==> src/verilog/incr_skip_or_defines.vh <==
// Purpose: shared constants for the increment / skip / or controller
// Assumes: 12-bit instruction words, 5-bit register field, 8-bit data
// Notes:   definitions only
`ifndef INCR_SKIP_OR_DEFINES_VH
`define INCR_SKIP_OR_DEFINES_VH

// instruction word fields
`define INSTR_W        12
`define OPC_HI         11
`define OPC_LO         6
`define DEST_BIT       5
`define FIELD_HI       4
`define FIELD_LO       0

// upper six bits of each handled instruction
`define OPC_INCREMENT  6'h0a
`define OPC_INC_SKIP   6'h0f
`define OPC_OR_ACCUM   6'h04

// the all-zero no-operation word
`define NOP_WORD       12'h000

// register field values
`define FIELD_INDIRECT 5'h00
`define SFR_LIMIT      5'h08

// alu operation codes
`define ALU_NONE       2'h0
`define ALU_INC        2'h1
`define ALU_OR         2'h2

// result width and zero value
`define RESULT_W       8
`define RESULT_ZERO    8'h00

// register port offsets
`define REG_CTRL       4'h0
`define REG_STATUS     4'h1
`define REG_INSTR      4'h2
`define REG_EXEC_CNT   4'h3
`define REG_SKIP_CNT   4'h4

// control register bits
`define CTRL_RUN_BIT   0
`define CTRL_CLR_CNT   1
`define CTRL_CLR_UNK   2
`define CTRL_RUN_RESET 1'b1

// status register bits
`define STAT_ZERO      0
`define STAT_SKIP_PEND 1
`define STAT_RUN       2
`define STAT_UNKNOWN   3
`define STAT_NOP_SEL   4
`define STAT_USED      5

`endif

==> src/verilog/op_decode.v <==
// Purpose: combinational decode of one instruction word into datapath controls
// Assumes: word is the word that the instruction latch is about to hold
// Notes:   any word outside the three handled kinds yields no controls
`timescale 1ns/1ps
`include "incr_skip_or_defines.vh"

module op_decode (
  input  wire [`INSTR_W-1:0]  word,
  output reg                  is_inc,
  output reg                  is_inc_skip,
  output reg                  is_or,
  output reg                  known,
  output reg  [1:0]           alu_op,
  output reg                  wr_w,
  output reg                  wr_f,
  output reg                  ld_z,
  output reg                  indirect,
  output reg                  sfr_sel,
  output reg  [4:0]           addr
);

  reg [5:0] opc;
  reg [4:0] field;
  reg       dest;

  always @* begin
    opc         = word[`OPC_HI:`OPC_LO];
    field       = word[`FIELD_HI:`FIELD_LO];
    dest        = word[`DEST_BIT];
    is_inc      = (opc == `OPC_INCREMENT);
    is_inc_skip = (opc == `OPC_INC_SKIP);
    is_or       = (opc == `OPC_OR_ACCUM);
    known       = is_inc | is_inc_skip | is_or;
    alu_op      = `ALU_NONE;
    wr_w        = 1'b0;
    wr_f        = 1'b0;
    ld_z        = 1'b0;
    indirect    = 1'b0;
    sfr_sel     = 1'b0;
    addr        = 5'h00;
    if (known) begin
      if (is_or) begin
        alu_op = `ALU_OR;
      end else begin
        alu_op = `ALU_INC;
      end
      wr_w     = ~dest;
      wr_f     = dest;
      ld_z     = is_inc | is_or;
      indirect = (field == `FIELD_INDIRECT);
      sfr_sel  = (field < `SFR_LIMIT);
      addr     = field;
    end
  end

endmodule

==> src/verilog/incr_skip_or_instr_control.v <==
// Purpose: single-cycle controller for increment, increment-and-skip and or
// Assumes: program store, alu and multiplexers sit on ref_clk; prog_data is the
//          word at the current program counter; alu_result is combinational
// Notes:   controls are issued from flip-flops for the whole execute cycle,
//          which stands in for the falling-edge setup; the datapath commits
//          on the rising edge that ends the cycle
//
// What this block does
// - decode 001010 as register increment
// - increment updates zero flag only
// - destination bit picks accumulator or file register
// - zero field means pointer-indirect address
// - operand from sfr data below 8
// - address mux picks indirect when field zero
// - target load asserted during execute cycle
// - zero load for increment and or
// - latch strobe and pc advance each running cycle
// - decode 001111 as increment-and-skip, no flags
// - zero result turns next word into nop
// - skip taken from alu zero, no load
// - skip leaves stored zero flag untouched
// - decode 000100 as or with accumulator
// - nop is all zero, no controls
`timescale 1ns/1ps
`include "incr_skip_or_defines.vh"

module incr_skip_or_instr_control #(
  parameter DATA_W = 16,
  parameter ADDR_W = 4
) (
  input  wire                  ref_clk,
  input  wire                  sys_rst,
  input  wire [`INSTR_W-1:0]   prog_data,
  input  wire [`RESULT_W-1:0]  alu_result,
  input  wire [ADDR_W-1:0]     reg_addr,
  input  wire [DATA_W-1:0]     reg_wdata,
  input  wire                  reg_wr,
  input  wire                  reg_rd,
  output reg  [DATA_W-1:0]     reg_rdata,
  output reg  [`INSTR_W-1:0]   instr_word,
  output reg                   instr_latch_strobe,
  output reg                   program_counter_advance,
  output reg                   nop_bus_sel,
  output reg                   alu_mux_sel,
  output reg                   reg_addr_mux_sel,
  output reg  [4:0]            direct_addr,
  output reg  [1:0]            alu_op,
  output reg                   load_w_reg,
  output reg                   load_f_reg,
  output reg                   load_z,
  output reg                   status_zero
);

  ////////////////////////////////////////////////////////////////////////////
  // sequencer states
  localparam [2:0] ST_BOOT = 3'b001;
  localparam [2:0] ST_RUN  = 3'b010;
  localparam [2:0] ST_HALT = 3'b100;

  reg  [2:0]          state;
  reg  [2:0]          next_state;

  ////////////////////////////////////////////////////////////////////////////
  // internal state
  reg                 ctrl_run;
  reg                 exec_inc_skip;
  reg                 skip_pending;
  reg                 unknown_seen;
  reg  [DATA_W-1:0]   exec_cnt;
  reg  [DATA_W-1:0]   skip_cnt;

  wire                result_zero;
  wire                fetch_now;
  wire                skip_now;
  wire                skip_take;
  wire [`INSTR_W-1:0] next_instr;
  wire                ctrl_write;
  wire                clear_counts;
  wire                clear_unknown;

  wire                d_inc;
  wire                d_inc_skip;
  wire                d_or;
  wire                d_known;
  wire [1:0]          d_alu_op;
  wire                d_wr_w;
  wire                d_wr_f;
  wire                d_ld_z;
  wire                d_indirect;
  wire                d_sfr_sel;
  wire [4:0]          d_addr;

  reg  [DATA_W-1:0]   next_rdata;
  reg                 next_fetch;

  // next values of the execute controls
  reg                 next_alu_mux_sel;
  reg                 next_reg_addr_mux_sel;
  reg  [4:0]          next_direct_addr;
  reg  [1:0]          next_alu_op;
  reg                 next_load_w_reg;
  reg                 next_load_f_reg;
  reg                 next_load_z;
  reg                 next_exec_inc_skip;

  ////////////////////////////////////////////////////////////////////////////
  // zero indication and skip decision
  assign result_zero = (alu_result == `RESULT_ZERO);

  // the next word is latched on the edge that ends a cycle with this strobe high
  assign fetch_now   = program_counter_advance;

  // increment-and-skip ends with a zero result: next slot becomes a nop
  assign skip_now    = exec_inc_skip & result_zero;

  // a skip seen while fetching is held is kept until the next fetch
  assign skip_take   = fetch_now & (skip_now | skip_pending);

  assign next_instr  = fetch_now ? (skip_take ? `NOP_WORD : prog_data)
                                 : instr_word;

  ////////////////////////////////////////////////////////////////////////////
  // decode of the word about to be latched
  op_decode u_decode (
    .word        (next_instr),
    .is_inc      (d_inc),
    .is_inc_skip (d_inc_skip),
    .is_or       (d_or),
    .known       (d_known),
    .alu_op      (d_alu_op),
    .wr_w        (d_wr_w),
    .wr_f        (d_wr_f),
    .ld_z        (d_ld_z),
    .indirect    (d_indirect),
    .sfr_sel     (d_sfr_sel),
    .addr        (d_addr)
  );

  ////////////////////////////////////////////////////////////////////////////
  // run / halt sequencing
  always @* begin
    case (state)
      ST_BOOT: begin
        next_state = ctrl_run ? ST_RUN : ST_HALT;
      end
      ST_RUN: begin
        next_state = ctrl_run ? ST_RUN : ST_HALT;
      end
      ST_HALT: begin
        next_state = ctrl_run ? ST_RUN : ST_HALT;
      end
      default: begin
        next_state = ST_BOOT;
      end
    endcase
    next_fetch = (next_state == ST_RUN);
  end

  always @(posedge ref_clk) begin
    if (sys_rst) begin
      state <= ST_BOOT;
    end else begin
      state <= next_state;
    end
  end

  ////////////////////////////////////////////////////////////////////////////
  // fetch overlap: latch and pc advance together every running cycle
  always @(posedge ref_clk) begin
    if (sys_rst) begin
      instr_latch_strobe      <= 1'b0;
      program_counter_advance <= 1'b0;
    end else begin
      instr_latch_strobe      <= next_fetch;
      program_counter_advance <= next_fetch;
    end
  end

  ////////////////////////////////////////////////////////////////////////////
  // instruction latch and the program mux select
  always @(posedge ref_clk) begin
    if (sys_rst) begin
      instr_word  <= `NOP_WORD;
      nop_bus_sel <= 1'b0;
    end else begin
      instr_word <= next_instr;
      if (fetch_now) begin
        nop_bus_sel <= skip_take;
      end
    end
  end

  ////////////////////////////////////////////////////////////////////////////
  // controls for the word about to be latched; a held fetch issues nothing,
  // because the word in the latch has already run
  always @* begin
    next_alu_mux_sel      = 1'b0;
    next_reg_addr_mux_sel = 1'b0;
    next_direct_addr      = 5'h00;
    next_alu_op           = `ALU_NONE;
    next_load_w_reg       = 1'b0;
    next_load_f_reg       = 1'b0;
    next_load_z           = 1'b0;
    next_exec_inc_skip    = 1'b0;
    if (fetch_now) begin
      next_alu_mux_sel      = d_sfr_sel;
      next_reg_addr_mux_sel = d_indirect;
      next_direct_addr      = d_addr;
      next_alu_op           = d_alu_op;
      next_load_w_reg       = d_wr_w;
      next_load_f_reg       = d_wr_f;
      next_load_z           = d_ld_z;
      next_exec_inc_skip    = d_inc_skip;
    end
  end

  ////////////////////////////////////////////////////////////////////////////
  // datapath controls for the execute cycle of the latched word
  always @(posedge ref_clk) begin
    if (sys_rst) begin
      alu_mux_sel      <= 1'b0;
      reg_addr_mux_sel <= 1'b0;
      direct_addr      <= 5'h00;
      alu_op           <= `ALU_NONE;
      load_w_reg       <= 1'b0;
      load_f_reg       <= 1'b0;
      load_z           <= 1'b0;
      exec_inc_skip    <= 1'b0;
    end else begin
      alu_mux_sel      <= next_alu_mux_sel;
      reg_addr_mux_sel <= next_reg_addr_mux_sel;
      direct_addr      <= next_direct_addr;
      alu_op           <= next_alu_op;
      load_w_reg       <= next_load_w_reg;
      load_f_reg       <= next_load_f_reg;
      load_z           <= next_load_z;
      exec_inc_skip    <= next_exec_inc_skip;
    end
  end

  ////////////////////////////////////////////////////////////////////////////
  // stored zero flag: only a zero load changes it
  always @(posedge ref_clk) begin
    if (sys_rst) begin
      status_zero <= 1'b0;
    end else if (load_z) begin
      status_zero <= result_zero;
    end
  end

  ////////////////////////////////////////////////////////////////////////////
  // skip held over a halted fetch
  always @(posedge ref_clk) begin
    if (sys_rst) begin
      skip_pending <= 1'b0;
    end else if (fetch_now) begin
      skip_pending <= 1'b0;
    end else if (skip_now) begin
      skip_pending <= 1'b1;
    end
  end

  ////////////////////////////////////////////////////////////////////////////
  // register port
  assign ctrl_write    = reg_wr & (reg_addr == `REG_CTRL);
  assign clear_counts  = ctrl_write & reg_wdata[`CTRL_CLR_CNT];
  assign clear_unknown = ctrl_write & reg_wdata[`CTRL_CLR_UNK];

  always @(posedge ref_clk) begin
    if (sys_rst) begin
      ctrl_run <= `CTRL_RUN_RESET;
    end else if (ctrl_write) begin
      ctrl_run <= reg_wdata[`CTRL_RUN_BIT];
    end
  end

  // a new unsupported word beats a clear in the same cycle
  always @(posedge ref_clk) begin
    if (sys_rst) begin
      unknown_seen <= 1'b0;
    end else if (fetch_now & ~d_known & (next_instr != `NOP_WORD)) begin
      unknown_seen <= 1'b1;
    end else if (clear_unknown) begin
      unknown_seen <= 1'b0;
    end
  end

  // counters: a clear and a count in one cycle leave a count of one
  always @(posedge ref_clk) begin
    if (sys_rst) begin
      exec_cnt <= {DATA_W{1'b0}};
      skip_cnt <= {DATA_W{1'b0}};
    end else begin
      if (fetch_now & d_known) begin
        exec_cnt <= (clear_counts ? {DATA_W{1'b0}} : exec_cnt)
                    + {{(DATA_W-1){1'b0}}, 1'b1};
      end else if (clear_counts) begin
        exec_cnt <= {DATA_W{1'b0}};
      end
      if (skip_take) begin
        skip_cnt <= (clear_counts ? {DATA_W{1'b0}} : skip_cnt)
                    + {{(DATA_W-1){1'b0}}, 1'b1};
      end else if (clear_counts) begin
        skip_cnt <= {DATA_W{1'b0}};
      end
    end
  end

  always @* begin
    next_rdata = {DATA_W{1'b0}};
    if (reg_rd) begin
      case (reg_addr)
        `REG_CTRL: begin
          next_rdata = {{(DATA_W-1){1'b0}}, ctrl_run};
        end
        `REG_STATUS: begin
          next_rdata = {{(DATA_W-`STAT_USED){1'b0}}, nop_bus_sel, unknown_seen,
                        (state == ST_RUN), skip_pending, status_zero};
        end
        `REG_INSTR: begin
          next_rdata = {{(DATA_W-`INSTR_W){1'b0}}, instr_word};
        end
        `REG_EXEC_CNT: begin
          next_rdata = exec_cnt;
        end
        `REG_SKIP_CNT: begin
          next_rdata = skip_cnt;
        end
        default: begin
          next_rdata = {DATA_W{1'b0}};
        end
      endcase
    end
  end

  // read data stand for exactly the cycle after the strobe
  always @(posedge ref_clk) begin
    if (sys_rst) begin
      reg_rdata <= {DATA_W{1'b0}};
    end else begin
      reg_rdata <= next_rdata;
    end
  end

endmodule

==> config.mk <==
export PLATFORM = sky130hd
export DESIGN_NAME = incr_skip_or_instr_control
export DESIGN_NICKNAME = d
export VERILOG_FILES = /design/src/verilog/op_decode.v /design/src/verilog/incr_skip_or_instr_control.v
export VERILOG_INCLUDE_DIRS = /design/src /design/src/verilog
export SDC_FILE = /design/constraint.sdc
export NUM_CORES = 1
export LEC_CHECK = 0
export CAP_MARGIN = 20
export CORE_ASPECT_RATIO = 0.6
export CORE_MARGIN = 3
export CORE_UTILIZATION = 56
export DETAILED_ROUTE_END_ITERATION = 10
export DONT_BUFFER_PORTS = 1
export PLACE_DENSITY = 0.74
export REMOVE_ABC_BUFFERS = 1
export SYNTH_ARGS = -nofsm -noshare
export SYNTH_HDL_FRONTEND = slang
export SYNTH_SLANG_ARGS = --single-unit
==> constraint.sdc <==
create_clock -name ref_clk -period 2.2 [get_ports ref_clk]
set_input_delay 0.22 -clock ref_clk [delete_from_list [all_inputs] [get_ports ref_clk]]
set_output_delay 0.22 -clock ref_clk [all_outputs]
set_load 0.01 [all_outputs]
# Word level (Yosys, flattened, before mapping)
# Index checks and enable logic that the tools add are counted.
# classes
reduce_logical	10
add_sub_neg	2
n_bitwise	16
eq_ne	11
n_lt_le_gt_ge	1
muxes	12
# ops
op	n
case mux 16 bit (5 select lines)	1
two-way mux 16 bit	4
adder 16 x 1 -> 16 bit (second input constant)	2
two-way mux 12 bit	2
== test 6 x 4 -> 1 bit (second input constant)	2
nonzero test 12 bit	1
bitwise AND 1 bit	8
== test 4 x 2 -> 1 bit (second input constant)	2
zero test 8 bit	1
== test 3 x 2 -> 1 bit (second input constant)	2
== test 6 x 3 -> 1 bit (second input constant)	1
two-way mux 3 bit	2
OR reduction 2 bit	3
OR reduction 3 bit	2
zero test 5 bit	1
less-than comparator 5 x 4 -> 1 bit (second input constant)	1
== test 4 x 1 -> 1 bit (second input constant)	1
== test 4 x 3 -> 1 bit (second input constant)	1
zero test 4 bit	1
NOT 1 bit	4
OR 1 bit	4
== test 3 x 1 -> 1 bit (second input constant)	1
== test 3 bit (second input constant)	1
two-way mux 1 bit	2
2 further kinds	2
# word_totals
in_bits	44
regBits	82
out_inout_bits	44
wordCells	71

# Depth between registers and ports, before layout
# Gate-level depths: netlist of run 1.
# logic_depth
word_depth	13
ltp_mapped	11
depth_no_buf	10

# By module
# Synthesis of run 1 repeated with hierarchy kept, for this count alone.
# unflattened
cells_unflattened	421
area_unflattened_um2	3717.3
# by_module_without_submodules
module	area_each_um2	cells_per_inst	n_inst	seq_area_each_um2
incr_skip_or_instr_control	3544.6	394	1	1621.6
op_decode	172.7	27	1	0.0

# Worst setup path before layout of run 1
# No wires, ideal clock.
# synth_timing
path_type	flip-flop to flip-flop
from	register, netlist name state[1]
to	register exec_cnt[14]
path_slack_ps	-20
path_stages_with_launch	9
path_buffers	2
required_ps	2141
arrival_ps	2161
setup_ps	59
period_less_slack_ps	2220
cell_sequence	dfxtp_1 buf_2 nand2b_1 a311o_1 a221oi_2 a22oi_1 buf_2 or4_1 nand2_1
# synth_rtl
element	line	rtl
end signal: assignment	incr_skip_or_instr_control.v:291	exec_cnt <= {DATA_W{1'b0}};
end signal: assignment	incr_skip_or_instr_control.v:295	exec_cnt <= (clear_counts ? {DATA_W{1'b0}} : exec_cnt)
end signal: assignment	incr_skip_or_instr_control.v:298	exec_cnt <= {DATA_W{1'b0}};
end: declaration	incr_skip_or_instr_control.v:69	reg [DATA_W-1:0] exec_cnt;

==> report_table.html, run 1 <==
<table>
<tr><th>Metric</th><th>Value</th></tr>
<tr><th colspan="2">GRT</th></tr>
<tr><td>Antenna violations before repair</td><td>0</td></tr>
<tr><td>Met2 Track Usage GR</td><td>44.4%</td></tr>
<tr><td>Total routing resource utilization after global routing</td><td>29.3%</td></tr>
<tr><td>Largest net degree at the start of global routing</td><td>31</td></tr>
<tr><td>Grt ovf</td><td>0</td></tr>
<tr><td>Via count of the first global-routing pass</td><td>3118</td></tr>
<tr><td>Met1 Usage GRT</td><td>39.3%</td></tr>
<tr><td>First-pass GRT wire length</td><td>16200 µm</td></tr>
<tr><td>Met3 capacity usage during global routing</td><td>10.7%</td></tr>
<tr><td>Layer with the highest usage</td><td>met2</td></tr>
<tr><th colspan="2">Synthesis</th></tr>
<tr><td>Yosys warning count</td><td>0</td></tr>
<tr><td>Part of the Yosys area used for sequential elements</td><td>45.6%</td></tr>
<tr><td>Fraction of synthesized area in multiplexers</td><td>0.563%</td></tr>
<tr><td>Post-Synthesis Cells</td><td>a little over 400</td></tr>
<tr><td>Unique cell type count in the Yosys netlist</td><td>52</td></tr>
<tr><td>Share of synthesized cell area in full adder, half adder and majority cells</td><td>0.703%</td></tr>
<tr><td>Ys flop type</td><td>dfxtp_1</td></tr>
<tr><td>Largest area contributor in the netlist</td><td>dfxtp_1</td></tr>
<tr><td>Dominant combinational cell family by area after synthesis</td><td>simple AND/OR/NAND/NOR gates</td></tr>
<tr><td>Area share of the leading cell type in the synthesized netlist</td><td>approximately 46%</td></tr>
<tr><td>Flip-flop and latch count after synthesis</td><td>81</td></tr>
<tr><td>Number of flops mapped to enable cells by yosys</td><td>0</td></tr>
<tr><td>Share of the synthesized area in compound gates (AO/OA/AOI/OAI)</td><td>18.6%</td></tr>
<tr><td>Most area-consuming cells after synthesis</td><td>dfxtp_1 (46%), nor2_1 (6.8%), a21oi_1 (3.8%), nand2_1 (3.7%), a22oi_1 (3.4%)</td></tr>
<tr><td>Total standard cell area after synthesis</td><td>approximately 3600 µm²</td></tr>
<tr><td>Parity-gate share of the synthesized area counting xor and xnor cells</td><td>between 3 and 4%</td></tr>
<tr><td>Ys async rst share</td><td>0%</td></tr>
<tr><td>Mean area per synthesized cell</td><td>8.57 µm²</td></tr>
<tr><td>Share of synthesized cell area in and, or, nand and nor gates</td><td>27.4%</td></tr>
<tr><th colspan="2">Placement</th></tr>
<tr><td>Final HPWL from detailed placement</td><td>7280 µm</td></tr>
<tr><td>Count of input and output buffers</td><td>0</td></tr>
<tr><td>DP Worst Slack</td><td>-166 ps</td></tr>
<tr><td>Final RePlAce weighted congestion</td><td>0.849</td></tr>
<tr><td>Cell area reported after detailed placement</td><td>~3700 µm²</td></tr>
<tr><th colspan="2">Clock network</th></tr>
<tr><td>Total CTS buffers</td><td>9</td></tr>
<tr><td>Maximum root-to-sink buffer count</td><td>2</td></tr>
<tr><td>Clock-pin slew on the worst setup and hold paths</td><td>80 ps</td></tr>
<tr><td>Number of H-tree levels</td><td>3</td></tr>
<tr><td>CTS tree</td><td>yes</td></tr>
<tr><td>Clock latency reported for the late side of the worst-skew pair</td><td>360 ps</td></tr>
<tr><td>Clock Root Buffer</td><td>clkbuf_8</td></tr>
<tr><td>Number of sinks driven by the clock tree</td><td>81</td></tr>
<tr><th colspan="2">Floorplan</th></tr>
<tr><td>Height of the die</td><td>67.7 µm</td></tr>
<tr><td>Die width</td><td>109 µm</td></tr>
<tr><td>Floorplan core area</td><td>between 5000 and 6000 µm²</td></tr>
<tr><td>Effective utilization at floorplan</td><td>between 60% and 70%</td></tr>
<tr><td>Die area</td><td>~7400 µm²</td></tr>
<tr><td>Number of top-level design ports</td><td>~90</td></tr>
<tr><td>Placement row count</td><td>21</td></tr>
<tr><th colspan="2">Layout</th></tr>
<tr><td>Ratio of cells with drive above 1 in the final layout</td><td>12.3%</td></tr>
<tr><td>Final Cell Area</td><td>about 4100 µm²</td></tr>
<tr><td>Filler Cell Count</td><td>458</td></tr>
<tr><td>Layout overhead on the synthesized area</td><td>13.9%</td></tr>
<tr><td>Nets</td><td>480</td></tr>
<tr><td>End-of-flow core utilization</td><td>69.1%</td></tr>
<tr><td>Diodes inserted</td><td>0</td></tr>
<tr><td>Largest registers</td><td>exec_cnt x16, reg_rdata x16, skip_cnt x16</td></tr>
<tr><th colspan="2">STA</th></tr>
<tr><td>Count of final setup violators</td><td>0</td></tr>
<tr><td>Pins over their slew limit</td><td>0</td></tr>
<tr><td>Fmax</td><td>between 400 and 500 MHz</td></tr>
<tr><td>Number of endpoints with negative hold slack in the final report</td><td>0</td></tr>
<tr><td>Transition time of the tightest slew-check pin</td><td>579 ps</td></tr>
<tr><td>Shortest clock period the worst path allows after layout</td><td>~2200 ps</td></tr>
<tr><td>Worst clock skew on the final layout</td><td>5.37 ps</td></tr>
<tr><td>Unrepaired setup endpoints after global routing</td><td>true</td></tr>
<tr><td>Final worst setup slack</td><td>24.2 ps</td></tr>
<tr><td>Sum Neg Setup Slack</td><td>0 ps</td></tr>
<tr><td>Share of the cycle needed by the critical path after routing</td><td>98.9%</td></tr>
<tr><td>Worst slew margin</td><td>61.4%</td></tr>
<tr><th colspan="2">Pwr</th></tr>
<tr><td>Cell area power density</td><td>737 nW/µm²</td></tr>
<tr><td>IR drop worst, VDD</td><td>0.598 mV</td></tr>
<tr><td>Leak</td><td>roughly 1.4 nW</td></tr>
<tr><td>Power after layout</td><td>2.98 mW</td></tr>
<tr><th colspan="2">Routing</th></tr>
<tr><td>DRC violation count after routing</td><td>0</td></tr>
<tr><td>Wire length after detailed routing</td><td>10100 µm</td></tr>
<tr><td>DRT antenna net count</td><td>0</td></tr>
<tr><td>Pre-antenna DRT Iters</td><td>6</td></tr>
<tr><td>Number of vias per cell after detailed routing</td><td>6.36</td></tr>
<tr><td>Average wire per standard cell</td><td>roughly 19 µm</td></tr>
<tr><td>Number of design-rule violations left by the first detailed-router iteration</td><td>351</td></tr>
<tr><td>DR vias</td><td>about 3300</td></tr>
<tr><th colspan="2">Setup path</th></tr>
<tr><td>Peak fanout along the critical path</td><td>21</td></tr>
<tr><td>Required time of the critical path</td><td>2490 ps</td></tr>
<tr><td>Max stage delay cell, worst path</td><td>or4_1</td></tr>
<tr><td>Combined buffer and inverter count along the critical path</td><td>1</td></tr>
<tr><td>Startpoint types</td><td>flop</td></tr>
<tr><td>Critical Path, Cell by Cell</td><td>nand2b_1, a311o_1, a221oi_2, a22oi_1, buf_6, or4_1, a21oi_2</td></tr>
<tr><td>Crit path max-delay family</td><td>compound AO/OA/AOI/OAI gates</td></tr>
<tr><td>Max incr delay on CP</td><td>490 ps</td></tr>
<tr><td>Element type at the critical path end</td><td>flop</td></tr>
<tr><td>Critical setup path kind</td><td>flop to flop</td></tr>
<tr><td>Worst EP arrival</td><td>2470 ps</td></tr>
<tr><th colspan="2">Outcome</th></tr>
<tr><td>Result of the run</td><td>finished, final reports clean</td></tr>
<tr><th colspan="2">Run</th></tr>
<tr><td>Max-cap violations</td><td>0</td></tr>
<tr><th colspan="2">Min path</th></tr>
<tr><td>Min-delay worst type</td><td>input port to flop</td></tr>
</table>
[synthesized netlist by cell type (2+ instances only)]
cell type / instances
ha_1: 2
nand4_1: 7
and4_1: 3
buf_2: 3
nor2b_1: 8
nor3_1: 8
inv_1: 5
xor2_1: 11
o21ai_0: 12
or3_1: 8
nand2_1: 35
a311o_1: 3
mux2i_1: 2
nor2_1: 64
or4_1: 3
a21o_1: 4
a221oi_1: 3
o41ai_1: 2
clkbuf_1: 16
and2_1: 10
nand4bb_1: 3
o21ai_1: 2
buf_1: 2
a21oi_1: 27
a22oi_1: 16
o31ai_1: 3
o2111ai_1: 2
a222oi_1: 8
nor4_4: 2
dfxtp_1: 81
and3_1: 9
xnor2_1: 5
nand3_1: 20
nor4_1: 2
or2_2: 3
nand2b_1: 5
[per-stage QoR]
| stage | hold slack, ps | cells |
|---|---|---|
| 2_1_floorplan | 289 | 393 |
| 3_3_place_gp | 294 | 495 |
| 3_5_place_dp | 296 | 495 |
| 4_1_cts | 4.43 | 515 |
| 5_1_grt | 28.3 | 518 |
| 6_report | 13.7 | 518 |
[routing by layer]
metal | up-vias | share of wire (%) | wire, µm
met4 | 0 | 1.2 | 119
met5 | - | 0 | 0
met2 | 179 | 43 | 4320
li1 | 1541 | - | -
met3 | 20 | 13 | 1270
met1 | 1552 | 43 | 4350
[worst register-to-register path: cells and delay by family, from the launching register on]
family,cells,cell delay [ps]
compound gates,4,940
buf+inv,1,180
flops,1,380
simple gates,2,600
[placed cells by master (no fill, tap or decap), drive strengths merged, types with 3 or more instances in the layout]
cell type and instances:
dfxtp 81, nor2 64, nand2 35, a21oi 27
buf 26, nand3 20, a22oi 16, o21ai 14
clkbuf 12, xor2 11, and2 10, and3 9
nor2b 8, or3 8, a222oi 8, nor3 8
nand4 7, nand2b 5, inv 5, xnor2 5
a21o 4, dlygate4sd3 4, or2 4, a221oi 4
nor4 4, nand4bb 3, a311o 3, and4 3
or4 3, o31ai 3
[timing repair]
action	in CTS	in global routing
buffers inserted	0	2
hold buffers	5	0
gates cloned	0	0
resized for setup	2	5
setup endpoints to repair	10	15
endpoints found under the hold margin	30	0
pin swaps	0	2
[kinds of logic (layout without fill, tap and decap cells)]
group	count (synthesis)	count (layout)
simple gates	192	192
compound gates	94	94
flops	81	81
buf+inv	28	51
xor+xnor	16	16
fa+ha+maj	2	2
mux	2	2
[power breakdown]
group	leakage [nW]	internal, mW	switching (mW)
Clock	0.102	0.577	0.511
Sequential	0.655	1.50	0.0469
Combinational	0.671	0.141	0.209
Total	1.43	2.22	0.767
[layout make-up]
class | instances | area, µm² | area share [%]
clock inverter | 3 | 40.0 | 0.988
sequential | 81 | 1620 | 40.0
multi-input combinational | 306 | 1840 | 45.5
clock buffer | 12 | 155 | 3.83
tap | 80 | 100 | 2.47
inverter | 6 | 26.3 | 0.649
timing repair buffer | 30 | 264 | 6.52
[path summary, 6_finish.rpt]
kind	cells past startpoint	endpoint	slack [ps]	from
max	7	exec_cnt[7]$_SDFF_PP0_	20	state[1]$_SDFF_PP0_
min	2	direct_addr[4]$_SDFF_PP0_	10	prog_data[4]
max reg2reg	7	exec_cnt[7]$_SDFF_PP0_	20	state[1]$_SDFF_PP0_
min reg2reg	1	state[2]$_SDFF_PP0_	490	ctrl_run$_SDFFE_PP1P_
No activity file was read; power rests on OpenSTA's default activity.
==> inputs of run 2 (changes only) <==
CORE_ASPECT_RATIO = not set   (was 0.6)
==> run 2 against run 1 <==
Effect of this change:
- clock-buffer cell count down 3
- hold slack worse by 3.3 ps
- critical path depth increased by 1
- combinational power down 5%
- via count about the same
- register-to-register slack is essentially flat
- fmax is 0.24% lower
- utilization shrank 2.2 points
- final cell count shrank 0.58%
- highest routed layer unchanged
==> report_table.html, run 2 (synthesis results as in run 1) <==
<table>
<tr><th>Metric</th><th>Value</th></tr>
<tr><th colspan="2">Outcome</th></tr>
<tr><td>Result of the run</td><td>finished, final reports clean</td></tr>
<tr><th colspan="2">Clock network</th></tr>
<tr><td>Clock Root Buffer</td><td>clkbuf_8</td></tr>
<tr><td>Number of sinks driven by the clock tree</td><td>81</td></tr>
<tr><td>Maximum root-to-sink buffer count</td><td>2</td></tr>
<tr><td>Clock latency reported for the late side of the worst-skew pair</td><td>350 ps</td></tr>
<tr><td>Clock-pin slew on the worst setup and hold paths</td><td>about 90 ps</td></tr>
<tr><td>Total CTS buffers</td><td>9</td></tr>
<tr><td>CTS tree</td><td>yes</td></tr>
<tr><td>Number of H-tree levels</td><td>3</td></tr>
<tr><th colspan="2">Floorplan</th></tr>
<tr><td>Effective utilization at floorplan</td><td>a little under 60%</td></tr>
<tr><td>Placement row count</td><td>28</td></tr>
<tr><td>Die width</td><td>around 86 µm</td></tr>
<tr><td>Floorplan core area</td><td>approximately 6000 µm²</td></tr>
<tr><td>Die area</td><td>7340 µm²</td></tr>
<tr><td>Height of the die</td><td>85.7 µm</td></tr>
<tr><td>Number of top-level design ports</td><td>88</td></tr>
<tr><th colspan="2">Routing</th></tr>
<tr><td>DRT antenna net count</td><td>0</td></tr>
<tr><td>Pre-antenna DRT Iters</td><td>6</td></tr>
<tr><td>Number of vias per cell after detailed routing</td><td>6.40</td></tr>
<tr><td>Number of design-rule violations left by the first detailed-router iteration</td><td>~270</td></tr>
<tr><td>Wire length after detailed routing</td><td>9600 µm</td></tr>
<tr><td>DR vias</td><td>3295</td></tr>
<tr><td>Average wire per standard cell</td><td>18.6 µm</td></tr>
<tr><td>DRC violation count after routing</td><td>0</td></tr>
<tr><th colspan="2">Setup path</th></tr>
<tr><td>Peak fanout along the critical path</td><td>7</td></tr>
<tr><td>Worst R2R Start</td><td>skip_pending$_SDFFE_PP0P_</td></tr>
<tr><td>Element type at the critical path end</td><td>flop</td></tr>
<tr><td>Worst EP arrival</td><td>2460 ps</td></tr>
<tr><td>Startpoint types</td><td>flop</td></tr>
<tr><td>Critical setup path kind</td><td>flop to flop</td></tr>
<tr><td>CP Launch Point</td><td>skip_pending$_SDFFE_PP0P_</td></tr>
<tr><td>Required time of the critical path</td><td>2480 ps</td></tr>
<tr><th colspan="2">STA</th></tr>
<tr><td>Final worst setup slack</td><td>roughly 19 ps</td></tr>
<tr><td>Worst slew margin</td><td>57.5%</td></tr>
<tr><td>Share of the cycle needed by the critical path after routing</td><td>between 90 and 100%</td></tr>
<tr><td>Sum Neg Setup Slack</td><td>0 ps</td></tr>
<tr><td>Shortest clock period the worst path allows after layout</td><td>2180 ps</td></tr>
<tr><td>Count of final setup violators</td><td>0</td></tr>
<tr><td>Transition time of the tightest slew-check pin</td><td>637 ps</td></tr>
<tr><td>Worst clock skew on the final layout</td><td>12.2 ps</td></tr>
<tr><td>Pins over their slew limit</td><td>0</td></tr>
<tr><td>Fmax</td><td>~460 MHz</td></tr>
<tr><td>Number of endpoints with negative hold slack in the final report</td><td>0</td></tr>
<tr><th colspan="2">GRT</th></tr>
<tr><td>Total routing resource utilization after global routing</td><td>26.9%</td></tr>
<tr><td>Antenna violations before repair</td><td>0</td></tr>
<tr><td>Via count of the first global-routing pass</td><td>3255</td></tr>
<tr><td>Grt ovf</td><td>0</td></tr>
<tr><td>First-pass GRT wire length</td><td>15700 µm</td></tr>
<tr><td>Largest net degree at the start of global routing</td><td>32</td></tr>
<tr><th colspan="2">Placement</th></tr>
<tr><td>Count of input and output buffers</td><td>0</td></tr>
<tr><td>Final HPWL from detailed placement</td><td>6700 µm</td></tr>
<tr><td>DP Worst Slack</td><td>-46.9 ps</td></tr>
<tr><td>Final RePlAce weighted congestion</td><td>0.877</td></tr>
<tr><th colspan="2">Pwr</th></tr>
<tr><td>Cell area power density</td><td>711 nW/µm²</td></tr>
<tr><td>Power after layout</td><td>around 2.9 mW</td></tr>
<tr><td>Leak</td><td>1.42 nW</td></tr>
<tr><td>IR drop worst, VDD</td><td>0.528 mV</td></tr>
<tr><th colspan="2">Layout</th></tr>
<tr><td>Largest registers</td><td>exec_cnt x16, reg_rdata x16, skip_cnt x16</td></tr>
<tr><td>Filler Cell Count</td><td>510</td></tr>
<tr><td>Layout overhead on the synthesized area</td><td>13.3%</td></tr>
<tr><td>Combined area of the multi-input logic cells</td><td>1860 µm²</td></tr>
<tr><td>Nets</td><td>~480</td></tr>
<tr><td>Seq. cell area</td><td>1620 µm²</td></tr>
<tr><td>Diodes inserted</td><td>0</td></tr>
<tr><td>Leading cell type in the layout, fill and taps excluded</td><td>dfxtp_1</td></tr>
<tr><td>Ratio of cells with drive above 1 in the final layout</td><td>14.1%</td></tr>
<tr><td>Commonest cells after routing, fill and taps aside</td><td>dfxtp_1 (80), nor2_1 (64), nand2_1 (35), buf_4 (27), a21oi_1 (26)</td></tr>
<tr><th colspan="2">Min path</th></tr>
<tr><td>Min-delay worst type</td><td>input port to flop</td></tr>
<tr><td>Launch instance of the worst min-delay path</td><td>prog_data[3]</td></tr>
<tr><th colspan="2">Run</th></tr>
<tr><td>Max-cap violations</td><td>0</td></tr>
</table>
[run 2: worst paths after layout]
check / slack, ps / cells after the start / end
worst max register to register: 20 / 8 / exec_cnt[4]$_SDFF_PP0_
worst max-delay path: 20 / 8 / exec_cnt[4]$_SDFF_PP0_
worst min register to register: 460 / 2 / state[1]$_SDFF_PP0_
worst min-delay path: 10 / 2 / direct_addr[3]$_SDFF_PP0_
[run 2: repair_timing]
item                       4_1_cts  5_1_grt
cloned                           0        1
setup endpoints to repair        2        7
buffers inserted                 0        2
resized for setup                1        9
hold endpoints to repair        31        0
hold buffers                     2        0
pin swaps                        0        3
[run 2: layout make-up]
cell class | instances | share of cell area, %
Clock buffer | 9 | 3.07
Clock inverter | 7 | 1.37
Multi-Input combinational cell | 306 | 46.0
Tap cell | 75 | 2.33
Inverter | 6 | 0.621
Sequential cell | 81 | 40.3
Timing Repair Buffer | 31 | 6.33
[run 2: routing by layer]
layer / track usage (%) / up-vias / wire [µm]
li1: - / 1538 / -
met1: 33.9 / 1574 / 4040
met2: 43.7 / 161 / 4480
met3: 6.72 / 22 / 830
met4: 11.8 / 0 / 250
met5: 0 / - / 0
[run 2: power breakdown]
| group | total (mW) | switching, mW | internal (mW) | leakage, nW |
|---|---|---|---|---|
| Sequential | 1.55 | 0.0460 | 1.50 | 0.655 |
| Clock | 0.987 | 0.570 | 0.417 | 0.0858 |
| Combinational | 0.334 | 0.203 | 0.131 | 0.679 |
| Total | 2.87 | 0.819 | 2.05 | 1.42 |
[run 2: critical path, cell delays in order (launching register included)]
cell and delay (ps):
dfxtp_1 330, nand2b_4 140, a311o_1 320, a221oi_2 350, a22oi_2 160, buf_6 160
buf_4 140, or3_1 330, a21oi_1 170
[run 2: per-stage QoR]
stage	std cells	hold WS, ps	cell area, µm²	utilization (%)
after floorplan	393	289	3470	-
after global placement	494	292	3760	62.3
after detailed placement	494	297	3760	62.3
after CTS	512	8.04	3970	65.8
after global routing	515	21.6	4030	66.9
final	515	10.4	4030	66.9
==> inputs of run 3 (changes only) <==
CORE_UTILIZATION = 25   (was 56)
PLACE_DENSITY = 0.4   (was 0.74)
==> run 3 against run 2 <==
Effect of this change:
- utilization is 35 points lower
- critical endpoint is now exec_cnt[3]$_SDFF_PP0_
- largest power group unchanged
- clock-buffer cell count stayed put
- non-clock buffer count is 15 higher
- die area is 110% higher
==> report_table.html, run 3 (synthesis results as in run 1) <==
<table>
<tr><th>Metric</th><th>Value</th></tr>
<tr><th colspan="2">Min path</th></tr>
<tr><td>Min-delay worst type</td><td>input port to flop</td></tr>
<tr><th colspan="2">STA</th></tr>
<tr><td>Pins over their slew limit</td><td>0</td></tr>
<tr><td>Count of final setup violators</td><td>0</td></tr>
<tr><td>Worst clock skew on the final layout</td><td>between 5 and 6 ps</td></tr>
<tr><td>Shortest clock period the worst path allows after layout</td><td>2140 ps</td></tr>
<tr><td>Number of endpoints with negative hold slack in the final report</td><td>0</td></tr>
<tr><td>Fmax</td><td>around 470 MHz</td></tr>
<tr><td>Transition time of the tightest slew-check pin</td><td>around 440 ps</td></tr>
<tr><td>Unrepaired setup endpoints after global routing</td><td>true</td></tr>
<tr><td>Share of the cycle needed by the critical path after routing</td><td>between 90% and 100%</td></tr>
<tr><td>Sum Neg Setup Slack</td><td>0 ps</td></tr>
<tr><td>Worst slew margin</td><td>a little over two thirds</td></tr>
<tr><th colspan="2">Routing</th></tr>
<tr><td>DR vias</td><td>3129</td></tr>
<tr><td>DRT antenna net count</td><td>0</td></tr>
<tr><td>Wire length after detailed routing</td><td>roughly 11000 µm</td></tr>
<tr><td>Average wire per standard cell</td><td>17.9 µm</td></tr>
<tr><td>DRC violation count after routing</td><td>0</td></tr>
<tr><td>Pre-antenna DRT Iters</td><td>5</td></tr>
<tr><td>Number of design-rule violations left by the first detailed-router iteration</td><td>146</td></tr>
<tr><td>Number of vias per cell after detailed routing</td><td>4.96</td></tr>
<tr><th colspan="2">Layout</th></tr>
<tr><td>Diodes inserted</td><td>0</td></tr>
<tr><td>Largest registers</td><td>exec_cnt x16, reg_rdata x16, skip_cnt x16</td></tr>
<tr><td>Ratio of cells with drive above 1 in the final layout</td><td>16.0%</td></tr>
<tr><td>Final std cells w/o fill</td><td>between 600 and 700</td></tr>
<tr><td>Filler Cell Count</td><td>~1400</td></tr>
<tr><td>Leading cell type in the layout, fill and taps excluded</td><td>dfxtp_1</td></tr>
<tr><td>Nets</td><td>~500</td></tr>
<tr><td>Commonest cells after routing, fill and taps aside</td><td>dfxtp_1 (79), nor2_1 (64), buf_4 (38), nand2_1 (35), a21oi_1 (26)</td></tr>
<tr><td>Layout overhead on the synthesized area</td><td>23.2%</td></tr>
<tr><th colspan="2">Clock network</th></tr>
<tr><td>Number of H-tree levels</td><td>3</td></tr>
<tr><td>Total CTS buffers</td><td>9</td></tr>
<tr><td>Clock latency reported for the late side of the worst-skew pair</td><td>350 ps</td></tr>
<tr><td>Number of sinks driven by the clock tree</td><td>81</td></tr>
<tr><td>Clock-pin slew on the worst setup and hold paths</td><td>60 ps</td></tr>
<tr><td>Maximum root-to-sink buffer count</td><td>2</td></tr>
<tr><td>CTS tree</td><td>yes</td></tr>
<tr><td>Clock Root Buffer</td><td>clkbuf_16</td></tr>
<tr><th colspan="2">Setup path</th></tr>
<tr><td>Peak fanout along the critical path</td><td>10</td></tr>
<tr><td>Required time of the critical path</td><td>2480 ps</td></tr>
<tr><td>R2R Setup Slk</td><td>60 ps</td></tr>
<tr><td>Startpoint types</td><td>flop</td></tr>
<tr><td>Max incr delay on CP</td><td>360 ps</td></tr>
<tr><td>Element type at the critical path end</td><td>flop</td></tr>
<tr><td>Max stage delay cell, worst path</td><td>a311o_1</td></tr>
<tr><td>Critical setup path kind</td><td>flop to flop</td></tr>
<tr><td>Crit path max-delay family</td><td>compound AO/OA/AOI/OAI gates</td></tr>
<tr><td>Combined buffer and inverter count along the critical path</td><td>2</td></tr>
<tr><td>Critical Path, Cell by Cell</td><td>nand2b_4, a311o_1, a221oi_2, a22oi_2, buf_6, buf_12, or3_4, a21oi_1</td></tr>
<tr><td>Worst EP arrival</td><td>approximately 2400 ps</td></tr>
<tr><th colspan="2">Placement</th></tr>
<tr><td>Final HPWL from detailed placement</td><td>8300 µm</td></tr>
<tr><td># placed instances</td><td>609</td></tr>
<tr><td>Final RePlAce weighted congestion</td><td>0.791</td></tr>
<tr><td>Count of input and output buffers</td><td>0</td></tr>
<tr><th colspan="2">Floorplan</th></tr>
<tr><td>Number of top-level design ports</td><td>88</td></tr>
<tr><td>Effective utilization at floorplan</td><td>a little over a quarter</td></tr>
<tr><td>Height of the die</td><td>125 µm</td></tr>
<tr><td>Die width</td><td>around 130 µm</td></tr>
<tr><td>Floorplan core area</td><td>13600 µm²</td></tr>
<tr><td>Placement row count</td><td>42</td></tr>
<tr><td>Die area</td><td>15700 µm²</td></tr>
<tr><th colspan="2">Pwr</th></tr>
<tr><td>IR drop worst, VDD</td><td>0.493 mV</td></tr>
<tr><td>Clock power frac</td><td>42.9%</td></tr>
<tr><td>Design internal power</td><td>roughly 2.4 mW</td></tr>
<tr><td>Share of power burned in registers</td><td>between 40 and 50%</td></tr>
<tr><td>Leak</td><td>1.54 nW</td></tr>
<tr><td>Switching component of the power</td><td>0.920 mW</td></tr>
<tr><td>Share of power burned in combinational logic</td><td>10.9%</td></tr>
<tr><td>Cell area power density</td><td>763 nW/µm²</td></tr>
<tr><td>Switching power share of the total</td><td>between 20% and 30%</td></tr>
<tr><th colspan="2">Outcome</th></tr>
<tr><td>Result of the run</td><td>finished, final reports clean</td></tr>
<tr><th colspan="2">GRT</th></tr>
<tr><td>Via count of the first global-routing pass</td><td>3211</td></tr>
<tr><td>Grt ovf</td><td>0</td></tr>
<tr><td>Antenna violations before repair</td><td>0</td></tr>
<tr><td>Largest net degree at the start of global routing</td><td>31</td></tr>
<tr><td>First-pass GRT wire length</td><td>18200 µm</td></tr>
<tr><td>Total routing resource utilization after global routing</td><td>between 10% and 20%</td></tr>
<tr><th colspan="2">Run</th></tr>
<tr><td>Max-cap violations</td><td>0</td></tr>
</table>
-- run 3: cell types whose count changed in the layout (fill, tap and decap cells not counted), moves of 3 or more --
cell	delta
clkbuf_16	+9
clkbuf_8	-9
dlygate4sd3_1	+3
buf_4	+11
-- run 3: worst paths after layout --
kind / start / cells past startpoint / endpoint
worst min-delay path: prog_data[10] / 2 / instr_word[10]$_SDFF_PP0_
worst max register to register: skip_pending$_SDFFE_PP0P_ / 8 / exec_cnt[3]$_SDFF_PP0_
worst max-delay path: skip_pending$_SDFFE_PP0P_ / 8 / exec_cnt[3]$_SDFF_PP0_
worst min register to register: ctrl_run$_SDFFE_PP1P_ / 2 / state[1]$_SDFF_PP0_
-- run 3: cell type report --
type                    count  area (µm²)  share of cell area (%)
clock buffers               9         225                    5.14
flip-flops and latches     81        1620                    37.0
well taps                 176         220                    5.02
repair buffers             46         388                    8.85
multi-input cells         306        1850                    42.2
inverters                   6        22.5                   0.514
clock inverters             7        55.1                    1.26
-- run 3: power groups by stage --
stage	Clock, mW	Sequential, mW	Combinational, mW
after floorplan	0	1.58	0.185
after detailed placement	0	1.58	0.335
after CTS	1.49	1.54	0.359
final	1.44	1.55	0.365
after global placement	0	1.58	0.334
after global routing	1.55	1.55	0.402
-- run 3: timing repair --
action | 4_1_cts | 5_1_grt
setup buffers | 0 | 1
endpoints found under the hold margin | 31 | 0
gates resized for setup | 0 | 10
hold buffers | 5 | 0
endpoints found under the setup margin | 0 | 16
-- run 3: metrics by stage --
stage | utilization (%) | hold slack (ps) | setup WS (ps) | instance area, µm² | total power, mW
final | 32.3 | 20.6 | 62.8 | 4380 | 3.35
after global routing | 32.3 | 2.62 | -42.6 | 4380 | 3.51
after CTS | 32.0 | 2.19 | 5.41 | 4340 | 3.40
after detailed placement | 29.5 | 306 | -5.24 | 4000 | 1.91
after global placement | 29.5 | 301 | 6.48 | 4000 | 1.91
after floorplan | - | 289 | -352 | 3470 | 1.76
-- run 3: routing by layer --
metal	track usage, %	share of wire (%)
met5	0	0
met4	5.48	2.0
met3	5.46	6.5
met1	19.0	46
met2	23.2	45
